--- src/logic/usb_transfer_status_regs.vh ---
`ifndef USB_TRANSFER_STATUS_REGS_VH
`define USB_TRANSFER_STATUS_REGS_VH

// register byte offsets
`define USTS_ADDR_STATUS     8'h00
`define USTS_ADDR_FLAGS      8'h04
`define USTS_ADDR_MASK       8'h08

// status register field positions
`define USTS_EP_HI           7
`define USTS_EP_LO           4
`define USTS_DIR_BIT         3
`define USTS_BANK_BIT        2

// flag register bit positions and field width
`define USTS_FLAG_DONE       0
`define USTS_FLAG_OVF        1
`define USTS_FLAG_W          2

// reset values
`define USTS_MASK_RST        2'h0
`define USTS_FLAGS_RST       2'h0

// fifo entry width: endpoint, direction, bank
`define USTS_ENTRY_W         6
`define USTS_FIFO_DEPTH      4

`endif

--- src/logic/status_entry_mem.v ---
`timescale 1ns/1ns
`include "usb_transfer_status_regs.vh"

module status_entry_mem #(
  parameter WIDTH = `USTS_ENTRY_W,
  parameter AW    = 2
) (
  // clock
  input  wire             clk_i,
  // write port
  input  wire             we_i,
  input  wire [AW-1:0]    waddr_i,
  input  wire [WIDTH-1:0] wdata_i,
  // read port
  input  wire [AW-1:0]    raddr_i,
  output reg  [WIDTH-1:0] rdata_o
);

  reg [WIDTH-1:0] mem [0:(1<<AW)-1];

  // write-first bypass keeps the head view current when pushing into empty
  always @(posedge clk_i)
  begin
    if (we_i)
    begin
      mem[waddr_i] <= wdata_i;
    end
    if (we_i && (waddr_i == raddr_i))
    begin
      rdata_o <= wdata_i;
    end
    else
    begin
      rdata_o <= mem[raddr_i];
    end
  end

endmodule // status_entry_mem

--- src/logic/usb_transfer_status_fifo.v ---
// Contract
// RULE_01: endpoint number in status bits 7..4
// RULE_02: endpoint field updated per completed transfer
// RULE_03: bit 3 one transmit, zero receive
// RULE_04: bit 2 one odd bank, zero even
// RULE_05: bits 31..8 and 1..0 read zero
// RULE_06: status reads head of four-entry fifo
// RULE_07: software trusts status only while done set
// RULE_08: clearing done flag pops fifo head
// RULE_09: push per transfer, done while unread
`timescale 1ns/1ns
`include "usb_transfer_status_regs.vh"

module usb_transfer_status_fifo #(
  parameter DEPTH_LOG2 = 2
) (
  // clock and reset
  input  wire        clk_i,
  input  wire        rst_i,
  // wishbone slave
  input  wire        cyc_i,
  input  wire        stb_i,
  input  wire        we_i,
  input  wire [7:0]  adr_i,
  input  wire [3:0]  sel_i,
  input  wire [31:0] dat_i,
  output reg  [31:0] dat_o,
  output reg         ack_o,
  // transfer engine side, same clock
  input  wire        xfer_done_i,
  input  wire [3:0]  xfer_endpoint_i,
  input  wire        xfer_tx_i,
  input  wire        xfer_odd_i,
  // interrupt and status
  output reg         irq_o,
  output reg         transfer_done_flag_o,
  output reg         fifo_full_o
);

  localparam DEPTH = 1 << DEPTH_LOG2;
  localparam CW    = DEPTH_LOG2 + 1;

  //////////////////////////////////////////////////////////////////////////////
  // fifo pointers and count

  reg  [DEPTH_LOG2-1:0] wr_ptr;
  reg  [DEPTH_LOG2-1:0] rd_ptr;
  reg  [CW-1:0]         count;
  reg  [CW-1:0]         next_count;
  reg                   overflow_flag;
  reg  [1:0]            int_mask;
  wire [`USTS_ENTRY_W-1:0] head_entry;
  wire [`USTS_ENTRY_W-1:0] new_entry;

  function [DEPTH_LOG2-1:0] ptr_inc;
    input [DEPTH_LOG2-1:0] p;
    begin
      ptr_inc = p + {{(DEPTH_LOG2-1){1'b0}}, 1'b1};
    end
  endfunction

  wire bus_req   = cyc_i & stb_i & ~ack_o;
  wire bus_write = bus_req & we_i & sel_i[0];
  wire fifo_full  = (count == DEPTH[CW-1:0]);
  wire fifo_empty = (count == {CW{1'b0}});

  // a write of one to the done bit pops the head
  wire pop  = bus_write & (adr_i == `USTS_ADDR_FLAGS)
              & dat_i[`USTS_FLAG_DONE] & ~fifo_empty;  // see RULE_08
  // a full fifo drops the new record and raises overflow, unless a pop frees the head in the same cycle
  wire push = xfer_done_i & (~fifo_full | pop);  // see RULE_09
  wire lost = xfer_done_i & fifo_full & ~pop;

  assign new_entry = {xfer_endpoint_i, xfer_tx_i, xfer_odd_i};  // see RULE_02

  status_entry_mem #(
    .WIDTH (`USTS_ENTRY_W),
    .AW    (DEPTH_LOG2)
  ) u_mem (
    .clk_i   (clk_i),
    .we_i    (push),
    .waddr_i (wr_ptr),
    .wdata_i (new_entry),
    .raddr_i (pop ? ptr_inc(rd_ptr) : rd_ptr),
    .rdata_o (head_entry)
  );  // see RULE_06

  always @*
  begin
    next_count = count;
    if (push && !pop)
    begin
      next_count = count + {{(CW-1){1'b0}}, 1'b1};
    end
    else if (pop && !push)
    begin
      next_count = count - {{(CW-1){1'b0}}, 1'b1};
    end
  end

  always @(posedge clk_i)
  begin
    if (rst_i)
    begin
      wr_ptr <= {DEPTH_LOG2{1'b0}};
      rd_ptr <= {DEPTH_LOG2{1'b0}};
      count  <= {CW{1'b0}};
    end
    else
    begin
      if (push)
      begin
        wr_ptr <= ptr_inc(wr_ptr);
      end
      if (pop)
      begin
        rd_ptr <= ptr_inc(rd_ptr);
      end
      count <= next_count;
    end
  end

  //////////////////////////////////////////////////////////////////////////////
  // overflow flag and mask

  // set wins over a same-cycle clear
  always @(posedge clk_i)
  begin
    if (rst_i)
    begin
      overflow_flag <= 1'b0;
      int_mask      <= `USTS_MASK_RST;
    end
    else
    begin
      if (lost)
      begin
        overflow_flag <= 1'b1;
      end
      else if (bus_write && adr_i == `USTS_ADDR_FLAGS && dat_i[`USTS_FLAG_OVF])
      begin
        overflow_flag <= 1'b0;
      end
      if (bus_write && adr_i == `USTS_ADDR_MASK)
      begin
        int_mask <= dat_i[`USTS_FLAG_W-1:0];
      end
    end
  end

  //////////////////////////////////////////////////////////////////////////////
  // outputs

  // done flag is derived from occupancy, so it cannot drop while entries wait
  wire       next_done  = (next_count != {CW{1'b0}});  // see RULE_09
  wire [1:0] next_flags = {overflow_flag | lost, next_done};

  always @(posedge clk_i)
  begin
    if (rst_i)
    begin
      transfer_done_flag_o <= 1'b0;
      fifo_full_o          <= 1'b0;
      irq_o                <= 1'b0;
    end
    else
    begin
      transfer_done_flag_o <= next_done;
      fifo_full_o          <= (next_count == DEPTH[CW-1:0]);
      irq_o                <= |(next_flags & int_mask);
    end
  end

  //////////////////////////////////////////////////////////////////////////////
  // wishbone slave: ack one cycle after request, unmapped reads zero

  always @(posedge clk_i)
  begin
    if (rst_i)
    begin
      ack_o <= 1'b0;
      dat_o <= 32'h00000000;
    end
    else
    begin
      ack_o <= bus_req;
      dat_o <= 32'h00000000;  // see RULE_05
      if (bus_req && !we_i)
      begin
        case (adr_i)
          `USTS_ADDR_STATUS:
          begin
            // contents undefined when empty; zero is shown then, see RULE_07
            if (!fifo_empty)
            begin
              dat_o[`USTS_EP_HI:`USTS_EP_LO] <= head_entry[5:2];  // see RULE_01
              dat_o[`USTS_DIR_BIT]  <= head_entry[1];  // see RULE_03
              dat_o[`USTS_BANK_BIT] <= head_entry[0];  // see RULE_04
            end
          end
          `USTS_ADDR_FLAGS:
          begin
            dat_o[`USTS_FLAG_DONE] <= ~fifo_empty;
            dat_o[`USTS_FLAG_OVF]  <= overflow_flag;
          end
          `USTS_ADDR_MASK:
          begin
            dat_o[`USTS_FLAG_W-1:0] <= int_mask;
          end
          default:
          begin
            dat_o <= 32'h00000000;
          end
        endcase
      end
    end
  end

endmodule // usb_transfer_status_fifo

--- config.mk ---
export PLATFORM = sky130hd
export DESIGN_NAME = usb_transfer_status_fifo
export DESIGN_NICKNAME = d
export VERILOG_FILES = /design/src/logic/status_entry_mem.v /design/src/logic/usb_transfer_status_fifo.v
export VERILOG_INCLUDE_DIRS = /design/src /design/src/logic
export SDC_FILE = /design/constraint.sdc
export NUM_CORES = 1
export LEC_CHECK = 0
export ABC_AREA = 1
export BUFFER_PORTS_ARGS = -buffer_cell sky130_fd_sc_hd__buf_2
export CAP_MARGIN = 0
export CORE_MARGIN = 3
export CORE_UTILIZATION = 48
export DETAILED_ROUTE_END_ITERATION = 8
export HOLD_SLACK_MARGIN = 0.03
export PLACE_DENSITY_LB_ADDON = 0.3
export SYNTH_ARGS = -nofsm -noshare
export SYNTH_HDL_FRONTEND = slang
export SYNTH_SLANG_ARGS = --single-unit
--- constraint.sdc ---
create_clock -name clk_i -period 2.5 [get_ports clk_i]
set_clock_uncertainty 0.05 [all_clocks]
set_input_delay 0.125 -clock clk_i [delete_from_list [all_inputs] [get_ports clk_i]]
set_output_delay 0.125 -clock clk_i [all_outputs]
set_load 0.05 [all_outputs]
==> impl_metrics.toml, run 1 <==
[sta]
period_minus_slack_ps = 1875
setup_tns_ps = 0
slew_violations = 0
fmax_mhz = 533.4
grt_setup_unrepaired = "no"
finalSetupViolations = 0
period_share = 0.7499
hold_viol_final = 0

[drt]
top_layer_used = "met4"
met2WireLength_um = 1922
drt_iter0_markers = 114
wl_per_cell_um = 11.29
drtAntennaViolNets = 0
met1Wirelength_um = 1745
wl_met3_um = 190
route.final.wire_length_um = 3905
via_per_inst = 4.618
drc = 0
vias = 1598
firstDrtPassIters = 4

[floorplan]
pin_count = 92
fp.dieH_um = 74.61
start_util = 0.5084
die_w_um = 74.61
coreArea_sq_mm = 0.004444
row_count = 24
die_area_sq_mm = 0.005567

[setup_path]
setup.worst_path.class = "reg2reg"
end_kind = "register"
worstSetupStartpointType = "register"
r2r-end = "irq_o"
ff2ff_path_depth = 12
arrival_ps = 2000
crit_fanout = 4
worst-r2r-setup-slack_ps = 630
reg2reg_from = "count[0]"
crit_required_ps = 2630

[global_route]
antenna_found_initial = 0
overflow = 0
grt_pass1_wl_um = 5989
grt_usage = 0.1458
grt_max_degree = 15
grt_pass1_vias = 1428

[final_layout]
drive_above_1_share = 0.2075
layout_common_cells = "44 x nor2_1, 34 x buf_2, 28 x inv_1"
final_common_cell = "nor2_1"
fillerInstances = 391
areaGrowthSynthToFinish_pct = 12.96
diodes = 0
final-instance-count-excl-fill = 346
final_nets = 356

[cts]
cts_buffers = 5
cts_tree = "done"
cts.sinks = 48
post_cts_buffers = 0
clockBufferDepth = 2
ctsRootBufferMaster = "clkbuf_8"
ctsHtreeMaxLevel = 2
clk_pin_slew_ps = 80
clk_latency_ps = 290

[placement]
dp_cells = 332
detailed_place_hpwl_um = 2883
numPortBuffers = 34
gp_congestion = 0.8015

[synthesis]
ys_types = 27
syn_avg_cell_area_sq_um = 9.186
postSynthCellCount = 246
synth_area_sq_mm = 0.002260
synth-seq-area-share = 0.5316
ys_ff_latch = 48
synth_warnings = 0

[power]
peakVddDrop_uv = 362.2
p_per_area_mw_per_mm2 = 586.3
p_leak_nw = 1.148

[job]
maxCapViolCount = 0

[min_path]
min_to = "int_mask[1]"
hp-start = "dat_i[1]"
hp-class = "in2reg"
holdPathStages = 3

[outcome]
status = "complete, no violations"
flip-flops by register name (all words and copies together), names as in the netlist, named ones only:
name                  cells
int_mask                  2
overflow_flag             1
ack_o                     1
u_mem.mem                24
rd_ptr                    2
transfer_done_flag_o      1
fifo_full_o               1
wr_ptr                    2
count                     3
irq_o                     1
dat_o                     8
worst max-delay path by stage:
stage / endpoint / slack, ps / startpoint / depth (start not counted)
floorplan: u_mem.mem[0][0] / 560 / ack_o / 9
global placement: irq_o / 680 / count[0] / 12
detailed placement: irq_o / 650 / count[0] / 12
CTS: irq_o / 630 / count[0] / 12
global route: irq_o / 420 / count[0] / 12
finish: irq_o / 630 / count[0] / 12
per-stage QoR:
stage	util	power, mW	setup WS [ps]	hold slack [ps]	instance area, sq um
2_1_floorplan	-	1.061	556.6	173.9	2346
3_3_place_gp	0.5428	1.076	678.8	292.9	2412
3_5_place_dp	0.5428	1.081	646.7	294.5	2412
4_1_cts	0.5743	1.504	627.0	36.79	2552
5_1_grt	0.5743	1.555	422.7	88.30	2552
6_report	0.5743	1.496	625.3	43.75	2552
power by group:
group / total, mW / leakage [nW] / switching [mW] / internal (mW)
logic: 0.211 / 0.692 / 0.161 / 0.0502
clock network: 0.426 / 0.0403 / 0.235 / 0.191
registers: 0.859 / 0.415 / 0.00885 / 0.851
total: 1.50 / 1.15 / 0.405 / 1.09
Yosys cell counts (all sizes together):
| library cell | n | area (sq um) |
|---|---|---|
| dfxtp | 24 | 480.5 |
| inv | 30 | 112.6 |
| or2 | 1 | 6.260 |
| nand2 | 27 | 108.9 |
| nand4 | 2 | 27.53 |
| o211ai | 1 | 7.510 |
| clkbuf | 2 | 7.510 |
| o21ai | 16 | 80.08 |
| conb | 1 | 3.750 |
| nand3 | 12 | 77.58 |
| ha | 7 | 87.58 |
| nor2 | 52 | 225.2 |
| xor2 | 2 | 17.52 |
| nor3 | 3 | 15.01 |
| buf | 25 | 191.4 |
| and2 | 1 | 6.260 |
| a21oi | 16 | 83.83 |
| edfxtp | 24 | 720.7 |
critical path: stages (launching register included):
cell and delay, ps:
dfxtp_1 350, inv_1 80, ha_1 210, nand2_1 180
inv_1 110, nor2_2 140, nand3_1 80, nand3_1 110
nand2_1 70, nor2_2 130, nand2_1 100, nand3_1 80
nand2_1 60
layout make-up:
type	count	area (sq um)	share of cell area
sequential	48	1201	0.4706
multi-input combinational	164	833.3	0.3265
timing repair buffer	44	260.3	0.1020
inverter	30	112.6	0.04412
clock buffer	6	72.57	0.02843
tap	52	65.06	0.02549
clock inverter	2	7.507	0.002941
layer usage:
layer,global-route usage,up-vias
met5,0,-
met4,0.05138,0
met3,0.05073,5
met2,0.2390,44
met1,0.1792,716
li1,-,833
kinds of logic (layout without fill, tap and decap cells):
logic type | Yosys count | count (layout) | share of synthesized area
flip-flops | 48 | 48 | 0.5316
AO/OA/AOI/OAI | 33 | 33 | 0.07586
XOR/XNOR | 2 | 2 | 0.007753
adder cells (fa/ha/maj) | 7 | 7 | 0.03876
other | 1 | 24 | 0.001660
AND/OR/NAND/NOR | 98 | 98 | 0.2065
buffers and inverters | 57 | 82 | 0.1379
timing repair:
item,CTS,global route
resized for setup,0,0
endpoints found under the hold margin,24,0
hold buffers,6,0
endpoints found under the setup margin,0,0
No activity file was read; power rests on OpenSTA's default activity.
==> inputs of run 2 (changes only) <==
==> constraint.sdc (replaced) <==
create_clock -name clk_i -period 1.81 [get_ports clk_i]
set_clock_uncertainty 0.05 [all_clocks]
set_input_delay 0.0905 -clock clk_i [delete_from_list [all_inputs] [get_ports clk_i]]
set_output_delay 0.0905 -clock clk_i [all_outputs]
set_load 0.05 [all_outputs]
==> run 2 against run 1 <==
Critical endpoint is now u_mem.mem[3][5]; power is 56% higher; critical path type unchanged; the flow now finishes with violations (negative setup slack); via count is 8.1% higher; highest routed layer unchanged; sequential share of layout area is 4.2 points lower.
==> impl_metrics.toml, run 2 (synthesized netlist as in run 1, its figures left out) <==
[drt]
drc = 0
drtAntennaViolNets = 0
wl_per_cell_um = 12.04
vias = 1728
via_per_inst = 4.773
firstDrtPassIters = 4
route.final.wire_length_um = 4360
drt_iter0_markers = 126

[final_layout]
finalInstanceArea_sq_mm = 0.002805
final_nets = 372
fillerInstances = 370
final_common_cell = "nor2_1"
diodes = 0
areaGrowthSynthToFinish_pct = 24.14
largest_reg_flops = 24
drive_above_1_share = 0.3032
top_register = "u_mem.mem"
layout_common_cells = "39 x nor2_1, 34 x buf_2, 26 x inv_1, 24 x conb_1, 24 x edfxtp_1"
largestRegisters = "u_mem.mem: 24 flops, dat_o: 8 flops, count: 3 flops"

[placement]
dpl_cell_area_sq_mm = 0.002499
numPortBuffers = 34
gp_congestion = 0.8376
detailed_place_hpwl_um = 3028

[sta]
period_share = 1.036
finalSetupViolations = 24
grt_setup_unrepaired = "yes"
slew_violations = 0
hold_viol_final = 0
hold_slack_ps = 41.47
layout_setup_ws_ps = -64.82
fmax_mhz = 533.4
period_minus_slack_ps = 1875

[power]
p_per_area_mw_per_mm2 = 832.7
peakVddDrop_uv = 563.3
p_leak_nw = 1.253
p_total_mw = 2.336

[setup_path]
ff2ff_path_depth = 10
critPathBufInv = 4
slowest_delay_ps = 340
crit_required_ps = 1780
cp_top_family = "simple AND/OR/NAND/NOR gates"
crit_fanout = 5
setup.worst_path.class = "reg2reg"
arrival_ps = 1840
cp_cell_sequence = "inv_2, nand3_4, nor2_4, nand3_2, nand2_2, inv_2, nor2_4, clkinvlp_4, nor2_2, buf_4"
end_kind = "register"
worstSetupStartpointType = "register"
worst-path-stages = 10
cp_slowest_cell = "dfxtp_2"

[global_route]
antenna_found_initial = 0
overflow = 0
grt_usage = 0.1553
grt_pass1_vias = 1452
grt_max_degree = 16
grt_pass1_wl_um = 6437

[cts]
clk_latency_ps = 300
clk_pin_slew_ps = 80
ctsHtreeMaxLevel = 2
clockBufferDepth = 2
cts_buffers = 5
ctsRootBufferMaster = "clkbuf_8"
cts_tree = "done"
cts.sinks = 48

[floorplan]
die_w_um = 74.61
row_count = 24
fp.dieH_um = 74.61
pin_count = 92
start_util = 0.5084
die_area_sq_mm = 0.005567
coreArea_sq_mm = 0.004444

[min_path]
holdPathStages = 2
hp-class = "in2reg"

[job]
maxCapViolCount = 0

[outcome]
violations = "negative setup slack"
status = "finished with violations"
[run 2: worst paths after layout]
kind	start	to	slack, ps
max	ack_o	u_mem.mem[3][5]	-60
min	rst_i	count[0]	40
max reg2reg	ack_o	u_mem.mem[3][5]	-60
min reg2reg	rd_ptr[1]	register	410
[run 2: through the flow]
step	utilization	setup WS (ps)	TNS, ps	std cells
floorplan	-	50.57	0	269
global route	0.6312	-160.1	-3710	362
finish	0.6312	-64.82	-1002	362
detailed placement	0.5622	5.681	0	342
global placement	0.5622	36.73	0	342
CTS	0.6059	24.96	0	357
[run 2: layout make-up]
class	instances	area (sq um)	share of cell area
Sequential cell	48	1204	0.4291
Multi-Input combinational cell	164	893.4	0.3185
Timing Repair Buffer	60	405.4	0.1445
Inverter	30	116.4	0.04148
Clock buffer	6	82.58	0.02944
Tap cell	52	65.06	0.02319
Clock inverter	2	38.79	0.01383
[run 2: metal layers]
layer,vias to the layer above,GRT usage,routed length (um)
li1,868,-,-
met1,799,0.1928,1861
met2,55,0.2595,2238
met3,6,0.04806,206
met4,0,0.04941,54
met5,-,0,0
[run 2: timing repair]
| action | 4_1_cts | 5_1_grt |
|---|---|---|
| gates resized for setup | 1 | 21 |
| setup buffers | 0 | 5 |
| pin swaps | 0 | 11 |
| hold buffers | 7 | 0 |
| endpoints found under the setup margin | 1 | 27 |
| cloned | 0 | 0 |
| hold endpoints to repair | 25 | 0 |
[run 2: power by group]
part           leakage, nW  internal (mW)  total [mW]  switching, mW
Combinational        0.776          0.102       0.345          0.244
Clock               0.0614          0.452       0.803          0.352
Sequential           0.416           1.18        1.19         0.0121
[run 2: worst register-to-register path, delay by kind of cell, from the launching register on]
family        cells  cell delay [ps]
flops             1              340
simple gates      6              730
buf+inv           4              460
==> inputs of run 3 (changes only) <==
--- a/config.mk
+++ b/config.mk
@@ -10,7 +10,7 @@
 export BUFFER_PORTS_ARGS = -buffer_cell sky130_fd_sc_hd__buf_2
 export CAP_MARGIN = 0
 export CORE_MARGIN = 3
-export CORE_UTILIZATION = 48
+export CORE_UTILIZATION = 52
 export DETAILED_ROUTE_END_ITERATION = 8
 export HOLD_SLACK_MARGIN = 0.03
 export PLACE_DENSITY_LB_ADDON = 0.3
==> constraint.sdc (replaced) <==
create_clock -name clk_i -period 2.2 [get_ports clk_i]
set_clock_uncertainty 0.05 [all_clocks]
set_input_delay 0.11 -clock clk_i [delete_from_list [all_inputs] [get_ports clk_i]]
set_output_delay 0.11 -clock clk_i [all_outputs]
set_load 0.05 [all_outputs]
==> run 3 against run 2 <==
The run now ends clean; critical path depth up 2; power down 22%; fmax is 1.1% lower; flip-flop and latch count unchanged; global-route usage about the same; sequential share of layout area is 3.5 points higher; register-to-register slack improved by 370 ps; non-clock buffer count decreased by 15; die area fell by 7.1%; combinational power decreased by 30%; final area fell by 7.7%; first-iteration DRC count decreased by 22%; largest cell class unchanged; largest power group unchanged; highest routed layer unchanged.
==> impl_metrics.toml, run 3 (synthesized netlist as in run 1, its figures left out) <==
[outcome]
status = "complete, no violations"

[cts]
clockBufferDepth = 2
post_cts_buffers = 0
cts_buffers = 5
ctsResizeCount = 0
ctsHtreeMaxLevel = 2
clk_pin_slew_ps = 90
cts.sinks = 48
cts_tree = "done"
postCtsHoldBufs = 7
clk_latency_ps = 300
ctsRootBufferMaster = "clkbuf_8"

[final_layout]
final_common_cell = "nor2_1"
layout_common_cells = "44 x nor2_1, 34 x buf_2, 28 x inv_1"
drive_above_1_share = 0.2169
final-instance-count-excl-fill = 345
largestRegisters = "u_mem.mem: 24 flops, dat_o: 8 flops, count: 3 flops"
diodes = 0
areaGrowthSynthToFinish_pct = 14.62
final_nets = 357
top_register = "u_mem.mem"
largest_reg_flops = 24

[drt]
drtAntennaViolNets = 0
wl_per_cell_um = 11.13
wl_met3_um = 277
route.final.wire_length_um = 3839
met2WireLength_um = 1816
top_layer_used = "met4"
drt_iter0_markers = 98
met1Wirelength_um = 1682
drc = 0
firstDrtPassIters = 4
vias = 1607
via_per_inst = 4.658

[job]
maxCapViolCount = 0

[sta]
hold_viol_final = 0
setup_tns_ps = 0
slew_violations = 0
fmax_mhz = 527.4
period_minus_slack_ps = 1896
grt_setup_unrepaired = "no"
finalSetupViolations = 0
period_share = 0.8619

[global_route]
antenna_found_initial = 0
grt_usage = 0.1552
grt_pass1_wl_um = 6134
overflow = 0
grt_pass1_vias = 1453
grt_max_degree = 17

[placement]
gp_congestion = 0.8152
numPortBuffers = 34
dp_cells = 330
detailed_place_hpwl_um = 2818

[setup_path]
reg2reg_from = "count[0]"
crit_required_ps = 2340
crit_fanout = 4
r2r-end = "irq_o"
worst-r2r-setup-slack_ps = 300
end_kind = "register"
worstSetupStartpointType = "register"
arrival_ps = 2040
ff2ff_path_depth = 12
setup.worst_path.class = "reg2reg"

[floorplan]
fp.dieH_um = 71.92
start_util = 0.5530
die_w_um = 71.92
pin_count = 92
coreArea_sq_mm = 0.004086
die_area_sq_mm = 0.005172
row_count = 23

[min_path]
min_to = "count[0]"
hp-class = "in2reg"
hp-start = "rst_i"
holdPathStages = 2

[power]
p_leak_nw = 1.165
peakVddDrop_uv = 420.3
p_per_area_mw_per_mm2 = 702.7
[run 3: changes by cell type in the layout (fill, tap and decap cells not counted), sizes merged]
cell	delta
buf	-15
inv	+2
bufinv	-1
clkinv	-1
[run 3: final cells by class]
cell class | count | area (sq um)
inverter | 30 | 112.6
sequential | 48 | 1201
multi-input combinational | 164 | 833.3
tap | 50 | 62.56
timing repair buffer | 45 | 270.3
clock buffer | 6 | 93.84
clock inverter | 2 | 16.27
fill | 361 | 1496
[run 3: metrics by stage]
step / hold WS [ps] / cell area (sq um) / setup WS, ps / util / power (mW)
finish: 45.17 / 2590 / 303.8 / 0.6338 / 1.820
CTS: 48.05 / 2590 / 303.7 / 0.6338 / 1.827
global route: 61.52 / 2590 / 117.0 / 0.6338 / 1.889
detailed placement: 282.2 / 2410 / 358.7 / 0.5897 / 1.228
floorplan: 158.9 / 2346 / 256.6 / - / 1.205
global placement: 275.6 / 2410 / 387.0 / 0.5897 / 1.223
[run 3: worst max path at each step]
stage,start,end,cells after the start
floorplan,ack_o,u_mem.mem[0][0],9
global placement,count[0],irq_o,12
detailed placement,count[0],irq_o,12
CTS,count[0],irq_o,12
global route,count[0],irq_o,12
finish,count[0],irq_o,12
[run 3: power breakdown]
group / internal (mW) / leakage, nW / total, mW / switching [mW]
clock network: 0.297 / 0.0530 / 0.603 / 0.306
registers: 0.967 / 0.415 / 0.977 / 0.0103
logic: 0.0578 / 0.697 / 0.240 / 0.182
[run 3: critical path, stage by stage (launching register included)]
cell     delay [ps]
dfxtp_1         360
inv_1            90
ha_1            210
nand2_1         170
inv_1           110
nor2_2          140
nand3_1          90
nand3_1         120
nand2_1          70
nor2_2          130
nand2_1         100
nand3_1          80
nand2_1          60
[run 3: layer usage]
layer	vias to the layer above	global-route usage
met5	-	0
met4	0	0.08351
met3	7	0.03601
met2	51	0.2602
met1	713	0.1849
li1	836	-
